--- src/hdl/vcd_pkg.sv ---
package vcd_pkg;
    // Address modifier codes
    localparam logic [5:0] AM_CRCSR     = 6'h2F;
    localparam logic [5:0] AM_BLK_X20   = 6'h20;
    localparam logic [5:0] AM_BLK_X21   = 6'h21;
    localparam logic [5:0] AM_A24_DATA  = 6'h39;
    localparam logic [5:0] AM_A24_SUPD  = 6'h3D;
    localparam logic [5:0] AM_A24_BLT   = 6'h3B;
    localparam logic [5:0] AM_A24_SBLT  = 6'h3F;
    localparam logic [5:0] AM_A32_DATA  = 6'h09;
    localparam logic [5:0] AM_A32_SUPD  = 6'h0D;
    // Block base field of the base register and address slice
    localparam int         BASE_LSB     = 3;
    localparam int         ADDR_BLK_LSB = 19;
    localparam int         ADDR_BLK_MSB = 23;
    localparam logic [4:0] REGION_RSVD  = 5'h00;
    // Fixed locations inside the configuration block
    localparam logic [18:0] OFS_BASE_REG  = 19'h7FFFF;
    localparam logic [18:0] OFS_ROM_END   = 19'h00FFF;
    localparam logic [18:0] OFS_CSR_RSVD  = 19'h7FC03;
    localparam logic [18:0] OFS_UROM_BEG  = 19'h00083;
    localparam logic [18:0] OFS_UROM_END  = 19'h0008F;
    localparam logic [18:0] OFS_CONFIG_RAM_AREA_BEG  = 19'h0009B;
    localparam logic [18:0] OFS_CONFIG_RAM_AREA_END  = 19'h000A7;
    localparam logic [18:0] OFS_UCSR_BEG  = 19'h000B3;
    localparam logic [18:0] OFS_UCSR_END  = 19'h000BF;
    localparam logic [7:0]  BASE_RST      = 8'h00;
    // Transfer widths
    typedef enum logic [2:0] {
        VCD_W_NONE = 3'h0,
        VCD_W_B_EVEN = 3'h1,
        VCD_W_B_ODD = 3'h2,
        VCD_W_D16 = 3'h3,
        VCD_W_D32 = 3'h4
    } vcd_width_t;
    typedef enum logic [1:0] {
        VCD_SP_NONE = 2'h0,
        VCD_SP_CRCSR = 2'h1,
        VCD_SP_DATA = 2'h3
    } vcd_space_t;
endpackage

--- src/hdl/vcd_slave_decode.sv ---
`timescale 1ns/1ps
// What this block does
// RULE1: A 32-bit slave also takes 16-bit and even or odd byte transfers.
// RULE2: A 16-bit slave also takes even or odd byte transfers.
// RULE3: Odd-byte-only mode is optional for wider slaves; here it is accepted.
// RULE4: 64-bit block capable slaves also take 32, 16 and byte transfers.
// RULE5: Configuration block is 512 kB, reached in 24-bit with modifier 2F.
// RULE6: Space is chosen by modifier code alone, never by address overlap.
// RULE7: Base register picks one of 31 regions; region zero is never decoded.
// RULE8: Modifiers 20 and 21 are block transfers qualified by extended code.
// RULE9: Only one data space is defined in this slave.
// RULE10: Without 24-bit data space, plain 24-bit codes may reach the block.
// RULE11: Base register is one byte at the top address of the block.
// RULE12: Base register loads itself from the slot geographic address.
// RULE13: Base bits 7..3 compare with address bits 23..19.
// RULE14: Block base is the slot address shifted left by 19.
// RULE15: Without slot pins, a strap value stands in for the slot address.
// RULE16: User ROM and user control areas are found through fixed pointers.
// RULE17: A second pointer pair delimits the configuration RAM area.
// RULE18: Optional areas lie between 0x00FFF and 0x7FC03.
// RULE19: Legacy 32-bit space compares a switch byte with address 31..24.
// RULE20: No acknowledge or data drive for an undecoded cycle.
module vcd_slave_decode
    import vcd_pkg::*;
#(
    parameter int         DATA_W      = 32,
    parameter logic       A24_DATA_EN = 1'b0,
    parameter logic [18:0] UROM_BEG   = 19'h01000,
    parameter logic [18:0] UROM_END   = 19'h01FFF,
    parameter logic [18:0] CONFIG_RAM_AREA_BEG   = 19'h02000,
    parameter logic [18:0] CONFIG_RAM_AREA_END   = 19'h02FFF,
    parameter logic [18:0] UCSR_BEG   = 19'h03000,
    parameter logic [18:0] UCSR_END   = 19'h03FFF
) (
    input  wire logic        SYS_CLK,
    input  wire logic        RST_B,
    input  wire logic [4:0]  SLOT_GEO_ADDRESS_N,
    input  wire logic        GEO_PINS_PRESENT,
    input  wire logic [4:0]  SLOT_STRAP,
    input  wire logic [7:0]  SPACE_SWITCH,
    input  wire logic        ADDR_STROBE,
    input  wire logic [31:0] ADDR,
    input  wire logic [5:0]  AM,
    input  wire logic [7:0]  XAM,
    input  wire logic        LWORD_N,
    input  wire logic        DS0_N,
    input  wire logic        DS1_N,
    input  wire logic        WRITE_N,
    input  wire logic [7:0]  WDATA,
    output logic             SEL_CRCSR,
    output logic             SEL_DATA,
    output logic             SEL_BLOCK,
    output logic             SEL_UROM,
    output logic             SEL_CONFIG_RAM_AREA,
    output logic             SEL_UCSR,
    output logic [2:0]       WIDTH,
    output logic [18:0]      OFFSET,
    output logic             ACK,
    output logic [7:0]       RDATA,
    output logic             RDATA_OE,
    output logic [7:0]       BLOCK_BASE
);
    typedef struct packed {
        logic [7:0]  base;
        logic        loaded;
        logic        crcsr;
        logic        data;
        logic        blk;
        logic        urom;
        logic        config_ram_area;
        logic        ucsr;
        vcd_width_t  width;
        logic [18:0] ofs;
        logic        ack;
        logic [7:0]  rdata;
        logic        oe;
    } vcd_state_t;

    vcd_state_t st_q;
    vcd_state_t st_d;

    // Pointer byte lookup; pointers are 3 bytes, MSB at the lowest slot
    function automatic logic [7:0] ptr_byte(input logic [18:0] v,
                                            input logic [1:0] idx);
        logic [23:0] w;
        w = {5'h00, v};
        unique case (idx)
            2'd0:    ptr_byte = w[23:16];
            2'd1:    ptr_byte = w[15:8];
            default: ptr_byte = w[7:0];
        endcase
    endfunction

    // Byte index inside a pointer triple, counted from its first slot;
    // the triples start at different word phases, so the low offset bits
    // alone cannot tell which byte is wanted
    function automatic logic [1:0] ptr_idx(input logic [18:0] o,
                                           input logic [18:0] start);
        logic [18:0] d;
        d = o - start;
        ptr_idx = d[3:2];
    endfunction

    // Selects which pointer triple (if any) covers a given offset
    function automatic logic in_ptr(input logic [18:0] o,
                                    input logic [18:0] start);
        in_ptr = (o >= start) && (o <= start + 19'd8) && (o[1:0] == 2'b11);
    endfunction

    // Data width from strobes and the long-word line
    function automatic vcd_width_t dec_width(input logic lw_n,
                                             input logic d0_n,
                                             input logic d1_n,
                                             input logic a1);
        if (!d0_n && !d1_n && !lw_n && !a1)
            dec_width = VCD_W_D32;                   // see RULE1
        else if (!d0_n && !d1_n && lw_n)
            dec_width = VCD_W_D16;                   // see RULE2
        else if (!d1_n && d0_n && lw_n)
            dec_width = VCD_W_B_EVEN;
        else if (!d0_n && d1_n && lw_n)
            dec_width = VCD_W_B_ODD;                 // see RULE3
        else
            dec_width = VCD_W_NONE;
    endfunction

    logic [4:0]  slot;
    logic        am_a24;
    logic        am_a32;
    logic        crcsr_hit;
    logic        data_hit;
    logic        blk_hit;
    vcd_width_t  w;
    logic [18:0] o;

    // Slot address: pins are active low; strap stands in on old backplanes
    assign slot = GEO_PINS_PRESENT ? ~SLOT_GEO_ADDRESS_N
                                   : SLOT_STRAP;            // see RULE15
    assign am_a24 = (AM == AM_A24_DATA) || (AM == AM_A24_SUPD)
                 || (AM == AM_A24_BLT) || (AM == AM_A24_SBLT);
    assign am_a32 = (AM == AM_A32_DATA) || (AM == AM_A32_SUPD);
    assign o      = ADDR[18:0];
    assign w      = dec_width(LWORD_N, DS0_N, DS1_N, ADDR[1]);

    // Space decode by modifier first, then by address; region zero never hits
    always_comb begin
        crcsr_hit = 1'b0;
        if ((AM == AM_CRCSR) || (!A24_DATA_EN && am_a24))  // see RULE5
            crcsr_hit = st_q.loaded                         // see RULE10
                && (st_q.base[7:BASE_LSB] != REGION_RSVD)   // see RULE7
                && (ADDR[ADDR_BLK_MSB:ADDR_BLK_LSB]
                    == st_q.base[7:BASE_LSB]);              // see RULE13
        // Single legacy data space, selected by modifier and switch byte  see RULE6
        data_hit = am_a32 && (ADDR[31:24] == SPACE_SWITCH); // see RULE19
        if (A24_DATA_EN && am_a24)
            data_hit = 1'b0;                                // see RULE9
        blk_hit = ((AM == AM_BLK_X20) || (AM == AM_BLK_X21))
               && (ADDR[31:24] == SPACE_SWITCH)
               && (XAM != 8'h00);                           // see RULE8
    end

    // Next state: base load, cycle decode, acknowledge and read data
    always_comb begin
        st_d       = st_q;
        st_d.ack   = 1'b0;
        st_d.oe    = 1'b0;
        // Base register loads once from the slot address on the first edge after reset
        if (!st_q.loaded) begin
            st_d.base   = {slot, 3'b000};                   // see RULE14
            st_d.loaded = 1'b1;                             // see RULE12
        end
        if (ADDR_STROBE) begin
            st_d.crcsr = crcsr_hit;
            st_d.data  = data_hit;
            st_d.blk   = blk_hit;
            st_d.width = w;
            st_d.ofs   = o;
            // An area set outside the free part is never selected
            st_d.urom  = crcsr_hit && o >= UROM_BEG && o <= UROM_END
                      && UROM_BEG > OFS_ROM_END
                      && UROM_END < OFS_CSR_RSVD;           // see RULE16
            st_d.config_ram_area  = crcsr_hit && o >= CONFIG_RAM_AREA_BEG && o <= CONFIG_RAM_AREA_END
                      && CONFIG_RAM_AREA_BEG > OFS_ROM_END
                      && CONFIG_RAM_AREA_END < OFS_CSR_RSVD;           // see RULE17
            st_d.ucsr  = crcsr_hit && o >= UCSR_BEG && o <= UCSR_END
                      && UCSR_BEG > OFS_ROM_END
                      && UCSR_END < OFS_CSR_RSVD;           // see RULE18
            // Acknowledge only a decoded cycle of a legal width
            st_d.ack   = (crcsr_hit || data_hit || blk_hit)
                      && (w != VCD_W_NONE);                 // see RULE20
            st_d.rdata = 8'h00;
            if (crcsr_hit && w != VCD_W_NONE) begin
                if (o == OFS_BASE_REG) begin
                    st_d.rdata = st_q.base;                 // see RULE11
                    if (!WRITE_N)
                        st_d.base = WDATA;
                end else if (in_ptr(o, OFS_UROM_BEG))
                    st_d.rdata = ptr_byte(UROM_BEG, ptr_idx(o, OFS_UROM_BEG));
                else if (in_ptr(o, OFS_UROM_END))
                    st_d.rdata = ptr_byte(UROM_END, ptr_idx(o, OFS_UROM_END));
                else if (in_ptr(o, OFS_CONFIG_RAM_AREA_BEG))
                    st_d.rdata = ptr_byte(CONFIG_RAM_AREA_BEG, ptr_idx(o, OFS_CONFIG_RAM_AREA_BEG));
                else if (in_ptr(o, OFS_CONFIG_RAM_AREA_END))
                    st_d.rdata = ptr_byte(CONFIG_RAM_AREA_END, ptr_idx(o, OFS_CONFIG_RAM_AREA_END));
                else if (in_ptr(o, OFS_UCSR_BEG))
                    st_d.rdata = ptr_byte(UCSR_BEG, ptr_idx(o, OFS_UCSR_BEG));
                else if (in_ptr(o, OFS_UCSR_END))
                    st_d.rdata = ptr_byte(UCSR_END, ptr_idx(o, OFS_UCSR_END));
                st_d.oe = WRITE_N;                          // see RULE20
            end else if (data_hit || blk_hit)
                st_d.oe = WRITE_N && (w != VCD_W_NONE);     // see RULE4
        end else begin
            st_d.crcsr = 1'b0;
            st_d.data  = 1'b0;
            st_d.blk   = 1'b0;
            st_d.urom  = 1'b0;
            st_d.config_ram_area  = 1'b0;
            st_d.ucsr  = 1'b0;
            st_d.width = VCD_W_NONE;
        end
    end

    // Register the whole state; reset clears the base to BASE_RST, the next edge loads the slot
    always_ff @(posedge SYS_CLK) begin
        if (!RST_B) begin
            st_q        <= '0;
            st_q.base   <= BASE_RST;
            st_q.width  <= VCD_W_NONE;
        end else begin
            st_q <= st_d;
        end
    end

    assign SEL_CRCSR  = st_q.crcsr;
    assign SEL_DATA   = st_q.data;
    assign SEL_BLOCK  = st_q.blk;
    assign SEL_UROM   = st_q.urom;
    assign SEL_CONFIG_RAM_AREA   = st_q.config_ram_area;
    assign SEL_UCSR   = st_q.ucsr;
    assign WIDTH      = st_q.width;
    assign OFFSET     = st_q.ofs;
    assign ACK        = st_q.ack;
    assign RDATA      = st_q.rdata;
    assign RDATA_OE   = st_q.oe;
    assign BLOCK_BASE = st_q.base;

    // Checks on the decode
    AST_NO_ACK_UNDECODED: assert property (@(posedge SYS_CLK) disable iff (!RST_B)
        ACK |-> (SEL_CRCSR || SEL_DATA || SEL_BLOCK)) // see RULE20
        else $error("ack without decoded space");
    AST_OE_NEEDS_ACK: assert property (@(posedge SYS_CLK) disable iff (!RST_B)
        RDATA_OE |-> ACK) // see RULE20
        else $error("data driven without ack");
    AST_REGION_ZERO: assert property (@(posedge SYS_CLK) disable iff (!RST_B)
        SEL_CRCSR |-> BLOCK_BASE[7:3] != 5'h00) // see RULE7
        else $error("region zero decoded");
    AST_BASE_MATCH: assert property (@(posedge SYS_CLK) disable iff (!RST_B)
        (ADDR_STROBE && crcsr_hit) |=>
            SEL_CRCSR && ($past(ADDR[23:19]) == BLOCK_BASE[7:3]
                           || $past(!WRITE_N))) // see RULE13
        else $error("block base mismatch");
    AST_AM_ONLY: assert property (@(posedge SYS_CLK) disable iff (!RST_B)
        SEL_CRCSR |-> !SEL_DATA && !SEL_BLOCK) // see RULE6
        else $error("two spaces selected");
    AST_BASE_LOAD: assert property (@(posedge SYS_CLK) disable iff (!RST_B)
        $rose(st_q.loaded) |-> BLOCK_BASE == {$past(slot), 3'b000}) // see RULE14
        else $error("base not loaded from slot");
    AST_D32_WIDTH: assert property (@(posedge SYS_CLK) disable iff (!RST_B)
        (ADDR_STROBE && !LWORD_N && !DS0_N && !DS1_N && !ADDR[1])
            |=> WIDTH == 3'h4) // see RULE1
        else $error("32-bit width not decoded");
    AST_BYTE_WIDTH: assert property (@(posedge SYS_CLK) disable iff (!RST_B)
        (ADDR_STROBE && LWORD_N && (DS0_N != DS1_N))
            |=> WIDTH inside {3'h1, 3'h2}) // see RULE2
        else $error("byte width not decoded");
    // Sixteen-bit cycles keep their width
    AST_D16_WIDTH: assert property ( // see RULE2
        @(posedge SYS_CLK) disable iff (!RST_B)
        (ADDR_STROBE && LWORD_N && !DS0_N && !DS1_N)
            |=> WIDTH == 3'h3)
        else $error("16-bit width not decoded");
    // Odd byte alone is taken, not refused
    AST_ODD_BYTE: assert property ( // see RULE3
        @(posedge SYS_CLK) disable iff (!RST_B)
        (ADDR_STROBE && LWORD_N && !DS0_N && DS1_N)
            |=> WIDTH == 3'h2)
        else $error("odd byte width not decoded");
    // A legal configuration cycle in our block is answered
    AST_CRCSR_ANSWER: assert property ( // see RULE5
        @(posedge SYS_CLK) disable iff (!RST_B)
        (ADDR_STROBE && AM == AM_CRCSR && crcsr_hit && w != VCD_W_NONE)
            |=> ACK && SEL_CRCSR)
        else $error("configuration cycle not answered");
    // Legacy data codes never reach the configuration block
    AST_DATA_NOT_CRCSR: assert property ( // see RULE6
        @(posedge SYS_CLK) disable iff (!RST_B)
        (ADDR_STROBE && (AM == AM_A32_DATA || AM == AM_A32_SUPD))
            |=> !SEL_CRCSR)
        else $error("data code reached configuration block");
    // Block codes need a nonzero extended code
    AST_BLOCK_XAM: assert property ( // see RULE8
        @(posedge SYS_CLK) disable iff (!RST_B)
        SEL_BLOCK |-> $past(XAM) != 8'h00)
        else $error("block cycle without extended code");
    // Base register reads back at the top byte
    AST_BASE_READ: assert property ( // see RULE11
        @(posedge SYS_CLK) disable iff (!RST_B)
        (ADDR_STROBE && crcsr_hit && o == OFS_BASE_REG && WRITE_N
            && w != VCD_W_NONE) |=> RDATA == $past(BLOCK_BASE))
        else $error("base register read wrong");
    // Strap value stands in when pins are absent
    AST_STRAP_LOAD: assert property ( // see RULE15
        @(posedge SYS_CLK) disable iff (!RST_B)
        ($rose(st_q.loaded) && !$past(GEO_PINS_PRESENT))
            |-> BLOCK_BASE[7:3] == $past(SLOT_STRAP))
        else $error("base not loaded from strap");
    // Optional areas stay inside the free part of the block
    AST_AREA_BOUNDS: assert property ( // see RULE18
        @(posedge SYS_CLK) disable iff (!RST_B)
        (SEL_UROM || SEL_CONFIG_RAM_AREA || SEL_UCSR)
            |-> OFFSET > OFS_ROM_END && OFFSET < OFS_CSR_RSVD)
        else $error("area selected outside free space");
    // Legacy space only at the switch byte
    AST_DATA_SWITCH: assert property ( // see RULE19
        @(posedge SYS_CLK) disable iff (!RST_B)
        SEL_DATA |-> $past(ADDR[31:24]) == SPACE_SWITCH)
        else $error("data space outside switch setting");
    // Nothing is selected without a strobed cycle
    AST_SEL_NEEDS_STROBE: assert property ( // see RULE20
        @(posedge SYS_CLK) disable iff (!RST_B)
        (SEL_CRCSR || SEL_DATA || SEL_BLOCK) |-> $past(ADDR_STROBE))
        else $error("space selected without strobe");
    // Writes never see our data drivers on
    AST_NO_WRITE_DRIVE: assert property ( // see RULE20
        @(posedge SYS_CLK) disable iff (!RST_B)
        (ADDR_STROBE && !WRITE_N) |=> !RDATA_OE)
        else $error("data driven on a write");
endmodule

--- config.mk ---
export PLATFORM = sky130hd
export DESIGN_NAME = vcd_slave_decode
export DESIGN_NICKNAME = d
export VERILOG_FILES = /design/src/hdl/vcd_pkg.sv /design/src/hdl/vcd_slave_decode.sv
export SDC_FILE = /design/constraint.sdc
export NUM_CORES = 1
export LEC_CHECK = 0
export BUFFER_PORTS_ARGS = -buffer_cell sky130_fd_sc_hd__buf_2
export CAP_MARGIN = 40
export CORE_UTILIZATION = 40
export CTS_CLUSTER_SIZE = 40
export DETAILED_ROUTE_END_ITERATION = 10
export PLACE_DENSITY = 0.69
export REMOVE_ABC_BUFFERS = 1
export SLEW_MARGIN = 0
export SYNTH_ARGS = -nofsm -noshare
export SYNTH_HDL_FRONTEND = slang
export SYNTH_SLANG_ARGS = --single-unit
--- constraint.sdc ---
create_clock -name SYS_CLK -period 2.3 [get_ports SYS_CLK]
set_input_delay 0.115 -clock SYS_CLK [delete_from_list [all_inputs] [get_ports SYS_CLK]]
set_output_delay 0.115 -clock SYS_CLK [all_outputs]
set_load 0.1 [all_outputs]
# Yosys cells after proc, flatten, opt, wreduce, memory -nomap -nowiden
# Cells that the tools add are included.
[word_totals] reg_bits=47 input_bits=80 output_inout_bits=46 elab_cells=138
[classes] addsub=6 magnitude_cmp=18 eq_ne=19 mux=27 n_bitwise=1 reduce_logical=54
[ops] op="$ge 19x8->1 const B" n=6
[ops] op="$le 19x8->1 const B" n=6
[ops] op="$mux 8" n=12
[ops] op="$pmux 8 s2" n=3
[ops] op="$eq 6x6->1 const B" n=7
[ops] op="$ge 19x14->1 const B" n=2
[ops] op="$le 19x14->1 const B" n=2
[ops] op="$logic_and 1x1->1" n=34
[ops] op="$eq 19x19->1 const B" n=1
[ops] op="$ge 19x13->1 const B" n=1
[ops] op="$le 19x13->1 const B" n=1
[ops] op="$eq 2x1->1 const B" n=6
[ops] op="$eq 6x4->1 const B" n=2
[ops] op="$mux 6" n=2
[ops] op="$sub 4x4->4 const B" n=3
[ops] op="$mux 5" n=2
[ops] op="$logic_or 1x1->1" n=9
[ops] op="$mux 3" n=3
[ops] op="$mux 9" n=1
[ops] op="$eq 8x8->1" n=1
[ops] op="$reduce_bool 8->1" n=1
[ops] op="$sub 4x2->4 const B" n=2
[ops] op="$logic_not 2->1" n=3
[ops] op="$eq 5x5->1" n=1
[ops] op="other kinds (9)" n=14

# Longest topological paths before layout
# Gate-level depths: netlist (run 1).
[logic_depth] depth_word=11 mapped_depth=8 mapped_depth_nobuf=6

# Worst setup path before layout (run 1)
# No wires, ideal clock.
[synth_timing] path_type="reg2reg" from="reg st_q, in the netlist BLOCK_BASE[4]" to="reg st_q, in the netlist BLOCK_BASE[3]" setup_time_ns=0.128 arrival_time_ns=1.947 t_required_ns=2.172 setup_slack_ns=0.226 stages_incl_launch_ff=8 path_buffers=1 synth_period_minus_slack_ns=2.074 cell_sequence="dfxtp_1 xor2_1 or4_4 nor4b_4 nor3b_2 buf_4 mux2i_1 nor2_1"
[synth_via] elab_chain_cells=7 elab_cells_between_ends=8 classes_between="1 x eq/ne; 3 x mux; 4 x reduce/logical"
[synth_lines] element="start, declared" line="vcd_slave_decode.sv:79" rtl="vcd_state_t st_q;"
[synth_lines] element="start signal, assigned" line="vcd_slave_decode.sv:230" rtl="st_q <= st_d;"
[synth_lines] element="$reduce_bool 5->1" line="vcd_slave_decode.sv:150" rtl="&& (st_q.base[7:BASE_LSB] != REGION_RSVD)"
[synth_lines] element="$logic_and 1x1->1" line="vcd_slave_decode.sv:150"
[synth_lines] element="$logic_and 1x1->1 *" line="vcd_slave_decode.sv:151" rtl="&& (ADDR[ADDR_BLK_MSB:ADDR_BLK_LSB]"
[synth_lines] element="$mux 1 *" line="vcd_slave_decode.sv:148" rtl="if ((AM == AM_CRCSR) || (!A24_DATA_EN && am_a24))"
[synth_lines] element="$logic_and 1x1->1 *" line="vcd_slave_decode.sv:192" rtl="if (crcsr_hit && w != VCD_W_NONE) begin"
[synth_lines] element="$mux 8 *" line="vcd_slave_decode.sv:192"
[synth_lines] element="$mux 8 *" line="vcd_slave_decode.sv:172" rtl="if (ADDR_STROBE) begin"
# Every way passes the cells marked *; elsewhere a longest branch is shown, timed or not.
# A chain may end at the register's enable or synchronous reset.

# Worst setup path in the final report (run 1)
[layout_timing] from="reg st_q, in the netlist BLOCK_BASE[4]" to="reg st_q, in the netlist BLOCK_BASE[4]"
[layout_via] elab_chain_cells=7 elab_cells_between_ends=11 classes_between="1 x eq/ne; 6 x mux; 4 x reduce/logical"
[layout_lines] element="$reduce_bool 5->1" line="vcd_slave_decode.sv:150"
[layout_lines] element="$logic_and 1x1->1" line="vcd_slave_decode.sv:150"
[layout_lines] element="$logic_and 1x1->1" line="vcd_slave_decode.sv:151"
[layout_lines] element="$mux 1" line="vcd_slave_decode.sv:148"
[layout_lines] element="$logic_and 1x1->1" line="vcd_slave_decode.sv:192"
[layout_lines] element="$mux 8" line="vcd_slave_decode.sv:192"
[layout_lines] element="$mux 8 *" line="vcd_slave_decode.sv:172"
# Marked as above.

==> metrics.cfg, run 1 <==
[status]
status=complete, no violations

[setup_path]
crit_buf_inv=1
max_stage_delay_ns=0.58
start_kind=flip-flop
required_ns=2.49
critPathTopFamily=simple AND/OR/NAND/NOR gates
crit_chain=xor2_1 -> or4_4 -> nor4b_4 -> nor3b_2 -> buf_6 -> mux2i_1 -> nor2_1
cp_max_fo=11
worst-setup-path-type=flip-flop to flip-flop
cpMaxStageDelayCell=or4_4
crit_path_end_kind=flip-flop
startpoint=BLOCK_BASE[4]$_SDFF_PN0_
r2r_start=BLOCK_BASE[4]$_SDFF_PN0_
worstPathArrival_ns=2.34

[drt]
drc_errors=0
postRouteAntennaNets=0
wl_um=6792
drtIter0Drc=81
vias_per_cell=5.060
vias=2631
wire_per_inst_um=13.06
drtPass1Iterations=4

[global_routing]
grt_busiest_layer=met2
gr-usage-met3_pct=4.952
grt_pass1_wl_um=10910
antenna_found_initial=0
grt_use_met2_pct=32.11
track_usage_pct=18.25
met1_usage_pct=22.38
grt_max_degree=29
grt_pass1_vias=2403
gr-total-overflow=0

[synth]
syn_inst=334
avgSynthCellArea_sq_um=8.504
synth_seq_cells=47
yosys-top-cells-count=47 x dfxtp_1, 39 x buf_4, 35 x nor2_1, 30 x mux2i_1, 27 x nand2_1
ys_warn_count=0
seq_area_frac_synth_pct=33.13
syn_area_sq_um=2840
synth.most_common_cell=dfxtp_1
ys_top_cells_by_area=dfxtp_1 33%, mux2i_1 11%, buf_4 10%
synth-edff-count=0
async_flop_share_pct=0
yosys.area.top_type=dfxtp_1
synthFlopType=dfxtp_1
synth_top_area_share_pct=33.13
yosys.cell_types.count=56

[timing]
holdWs_ns=0.02015
finalCriticalPeriod_ns=2.155
setup_viol_count_final=0
worstMarginPinSlew_ns=0.5179
fin_worst_skew_ns=0.005962
slew_headroom_pct=64.58
drv_slew=0
setup_ws_ns=0.1447
max_clock_freq_mhz=464.0
post-route-period-util_pct=93.71
rsz0062_at_grt=no
finalHoldViolCount=0

[clock_tree]
cts_root_buf=clkbuf_8
post_cts_buffers=0
cts.sinks=47
clk_pin_slew_ns=0.09
cts_max_level=2
clk_path_buf_depth=2
cts_tree=done
numCtsBuffers=5
clock_latency_ns=0.30

[power]
p_per_area_nw_per_um2=596.5
cellLeakagePower_nw=1.611
ir_drop_mv=0.2683

[floorplan]
die-height_um=86.27
die_x_um=86.27
num_rows=30
boundaryPins=126
coreArea_sq_um=6832
die_area_sq_um=7442
initial_core_util_pct=41.58

[finish]
nFillCells=697
final_util_pct=50.68
nNetsFinal=503
n_antenna_cell=0
drive_above_1_share_pct=36.08
syn2layout_area_growth_pct=21.89

[placed_design]
port_buffers=125
post-place-ws_ns=0.1296
dp_hpwl_um=5440
gp_congestion=0.8545

[min_path]
hp-class=input pin to flip-flop
min_from=AM[5]

[run]
cap_violations=0

cells in the final DEF (no fill, tap or decap), types with 8 or more instances in the layout:
cell and instances:
buf_2 125, dfxtp_1 47, o21ai_0 11, nor4_1 9, nor2_1 35, mux2i_1 30
inv_1 9, nand2_1 27, xnor2_1 9, a21oi_1 8
cell families (layout without fill, tap and decap cells):
logic type / Yosys count / after routing / synth area share [%]
AOI/OAI and AO/OA: 49 / 49 / 12.29
xor gates and xnor gates: 14 / 14 / 4.317
buffers and inverters: 62 / 152 / 13.48
DFF: 47 / 47 / 33.13
muxes: 30 / 30 / 10.57
and+or+nand+nor: 132 / 132 / 26.21
repair_timing:
item,CTS,global route
hold buffers,2,0
hold endpoints to repair,2,0
setup endpoints to repair,0,8
resized for setup,0,3
metal layers:
metal	vias up	share of wire (%)
met1	1199	44
met5	-	0
li1	1315	-
met4	0	0.53
met2	113	47
met3	4	7.6
cell type report:
type | instances | area [sq um] | share of cell area, %
multi-input combinational | 225 | 1521 | 43.95
sequential | 47 | 940.9 | 27.18
timing repair buffer | 135 | 709.4 | 20.49
tap | 96 | 120.1 | 3.469
clock buffer | 5 | 68.82 | 1.988
clock inverter | 3 | 67.56 | 1.952
inverter | 9 | 33.78 | 0.9758
sequential cells by signal, indices dropped and copies added, names as in the netlist:
| register | cells |
|---|---|
| SEL_DATA | 1 |
| WIDTH | 3 |
| SEL_UROM | 1 |
| RDATA | 8 |
| BLOCK_BASE | 8 |
| SEL_CRCSR | 1 |
| SEL_CONFIG_RAM_AREA | 1 |
| SEL_BLOCK | 1 |
| SEL_UCSR | 1 |
| OFFSET | 19 |
| RDATA_OE | 1 |
| ACK | 1 |
| st_q | 1 |
power by group:
part | internal, mW | total (mW) | leakage (nW) | switching, mW
sequential | 0.840 | 0.855 | 0.384 | 0.0143
combinational | 0.149 | 0.494 | 1.16 | 0.345
clock | 0.433 | 0.717 | 0.0644 | 0.283
total | 1.42 | 2.07 | 1.61 | 0.642
final timing paths:
kind	to	slack [ns]	cells after the start
max	BLOCK_BASE[4]$_SDFF_PN0_	0.14	7
min	SEL_DATA$_SDFF_PN0_	0.02	2
max reg2reg	BLOCK_BASE[4]$_SDFF_PN0_	0.14	7
min reg2reg	RDATA[6]$_SDFFE_PN0P_	0.47	2
per-stage QoR:
stage	cells	TNS (ns)	cell area [sq um]	total power, mW
after global routing	520	0	3462	2.151
after CTS	520	0	3453	2.083
after global placement	510	0	3297	1.362
after floorplan	281	-7.873	2491	1.195
final	520	0	3462	2.065
after detailed placement	510	0	3297	1.367
No activity file was read; power rests on OpenSTA's default activity.
==> run 2, diff against run 1 <==
Settings changed: RECOVER_POWER set to 100.
==> metrics.cfg, run 2 (same netlist as run 1, synthesis figures left out) <==
[timing]
setup_tns_ns=0  ; unchanged
finalHoldViolCount=0  ; unchanged
worstMarginPinSlew_ns=1.213  ; +0.6952 ns
fin_worst_skew_ns=0.006256  ; +0.0002937 ns
setup_ws_ns=0.1431  ; -0.001614 ns
post-route-period-util_pct=93.78  ; about the same
slew_headroom_pct=19.48  ; -45 points
drv_slew=0  ; unchanged
finalCriticalPeriod_ns=2.157  ; +0.001614 ns
max_clock_freq_mhz=463.6  ; about the same
setup_viol_count_final=0  ; unchanged
rsz0062_at_grt=no

[floorplan]
num_rows=30  ; unchanged
die_x_um=86.27  ; unchanged
boundaryPins=126  ; unchanged
die_area_sq_um=7442  ; unchanged
die-height_um=86.27  ; unchanged
initial_core_util_pct=41.58  ; unchanged
coreArea_sq_um=6832  ; unchanged

[setup_path]
startpoint=BLOCK_BASE[4]$_SDFF_PN0_
required_ns=2.49  ; about the same
r2r_start=BLOCK_BASE[4]$_SDFF_PN0_
crit_path_end_kind=flip-flop
crit_path_end=BLOCK_BASE[4]$_SDFF_PN0_
reg2reg_to=BLOCK_BASE[4]$_SDFF_PN0_
worstPathArrival_ns=2.34  ; about the same
start_kind=flip-flop
rrSetupSlack_ns=0.14  ; about the same
cp_max_fo=11  ; unchanged
reg2reg_depth=7  ; unchanged
worst-setup-path-type=flip-flop to flip-flop

[drt]
drc_errors=0  ; unchanged
postRouteAntennaNets=0  ; unchanged
vias_per_cell=5.029  ; -0.61%
drtPass1Iterations=4  ; unchanged
vias=2615  ; -0.61%
wire_per_inst_um=13.12  ; +0.43%
wl_um=6821  ; +0.43%
drtIter0Drc=76  ; -6.2%

[power]
p_per_area_nw_per_um2=605.5  ; +1.5%
finalPower_mw=2.057  ; -0.37%
cellLeakagePower_nw=1.415  ; -12%
ir_drop_mv=0.2681  ; about the same

[finish]
nNetsFinal=503  ; unchanged
drive_above_1_share_pct=24.53  ; -12 points
layout_common_cells=77 x buf_2, 48 x clkbuf_1, 47 x dfxtp_1
nFillCells=714  ; +2.4%
n_antenna_cell=0  ; unchanged
largest_reg_flops=19  ; unchanged
final_common_cell=buf_2
syn2layout_area_growth_pct=19.65

[clock_tree]
clk_path_buf_depth=2  ; unchanged
clock_latency_ns=0.30  ; about the same
cts.sinks=47  ; unchanged
cts_tree=done
numCtsBuffers=5  ; unchanged
cts_root_buf=clkbuf_8
clk_pin_slew_ns=0.09  ; about the same
cts_max_level=2  ; unchanged

[global_routing]
grt_max_degree=29  ; unchanged
antenna_found_initial=0  ; unchanged
track_usage_pct=18.25  ; unchanged
grt_pass1_wl_um=10910  ; unchanged
gr-total-overflow=0  ; unchanged
grt_pass1_vias=2403  ; unchanged

[placed_design]
gp_congestion=0.8545  ; unchanged
port_buffers=125  ; unchanged
dp_hpwl_um=5440  ; unchanged
post-place-ws_ns=0.1296  ; unchanged

[min_path]
hp-class=input pin to flip-flop

[status]
status=complete, no violations

[run]
cap_violations=0  ; unchanged

## run 2: changes by cell type in the layout (fill, tap and decap cells not counted), sizes merged
cell / delta
buf: -48
clkbuf: +48
## run 2: worst min-delay path by stage
stage	start	endpoint	cells after the start
global route	AM[5]	SEL_DATA$_SDFF_PN0_	2
floorplan	RST_B	st_q[38]$_SDFF_PN0_	0
global placement	RST_B	st_q[38]$_SDFF_PN0_	1
finish	AM[5]	SEL_DATA$_SDFF_PN0_	2
detailed placement	RST_B	st_q[38]$_SDFF_PN0_	1
CTS	DS0_N	WIDTH[1]$_SDFF_PN0_	2
## run 2: routing by layer
metal	GRT usage, %	up-vias	routed length [um]
li1	-	1315	-
met4	3.636	0	36
met3	4.952	4	542
met1	22.38	1181	3040
met5	0	-	0
met2	32.11	115	3201
## run 2: per-stage QoR
stage          instances  hold WS (ns)  instance area [sq um]  util (%)
3_5_place_dp         510        0.2949                   3297     48.26
5_1_grt              520       0.01476                   3398     49.74
6_report             520       0.01972                   3398     49.74
2_1_floorplan        281        0.1427                   2491         -
4_1_cts              520      0.007260                   3453     50.55
3_3_place_gp         510        0.2961                   3297     48.26
## run 2: power breakdown
group	total, mW	switching, mW	leakage [nW]	internal (mW)
logic	0.486	0.344	0.967	0.141
registers	0.856	0.0151	0.384	0.840
clock network	0.716	0.283	0.0644	0.433
## run 2: worst max-delay path, stage by stage, from the launching register on
cell and delay [ns]:
dfxtp_1 0.33, xor2_1 0.17, or4_4 0.58, nor4b_4 0.29, nor3b_2 0.23, buf_6 0.17, mux2i_1 0.20, nor2_1 0.06
## run 2: what timing repair did
action	4_1_cts	5_1_grt
setup endpoints to repair	0	8
endpoints found under the hold margin	2	0
buffers inserted	0	0
resized for setup	0	3
hold buffers	2	0
## run 2: cell type report
type / count / area (sq um) / share of cell area, %
Clock buffer: 5 / 68.82 / 2.025
Multi-Input combinational cell: 225 / 1518 / 44.66
Inverter: 9 / 33.78 / 0.9941
Clock inverter: 3 / 67.56 / 1.988
Tap cell: 96 / 120.1 / 3.535
Timing Repair Buffer: 135 / 649.4 / 19.11
Sequential cell: 47 / 940.9 / 27.69
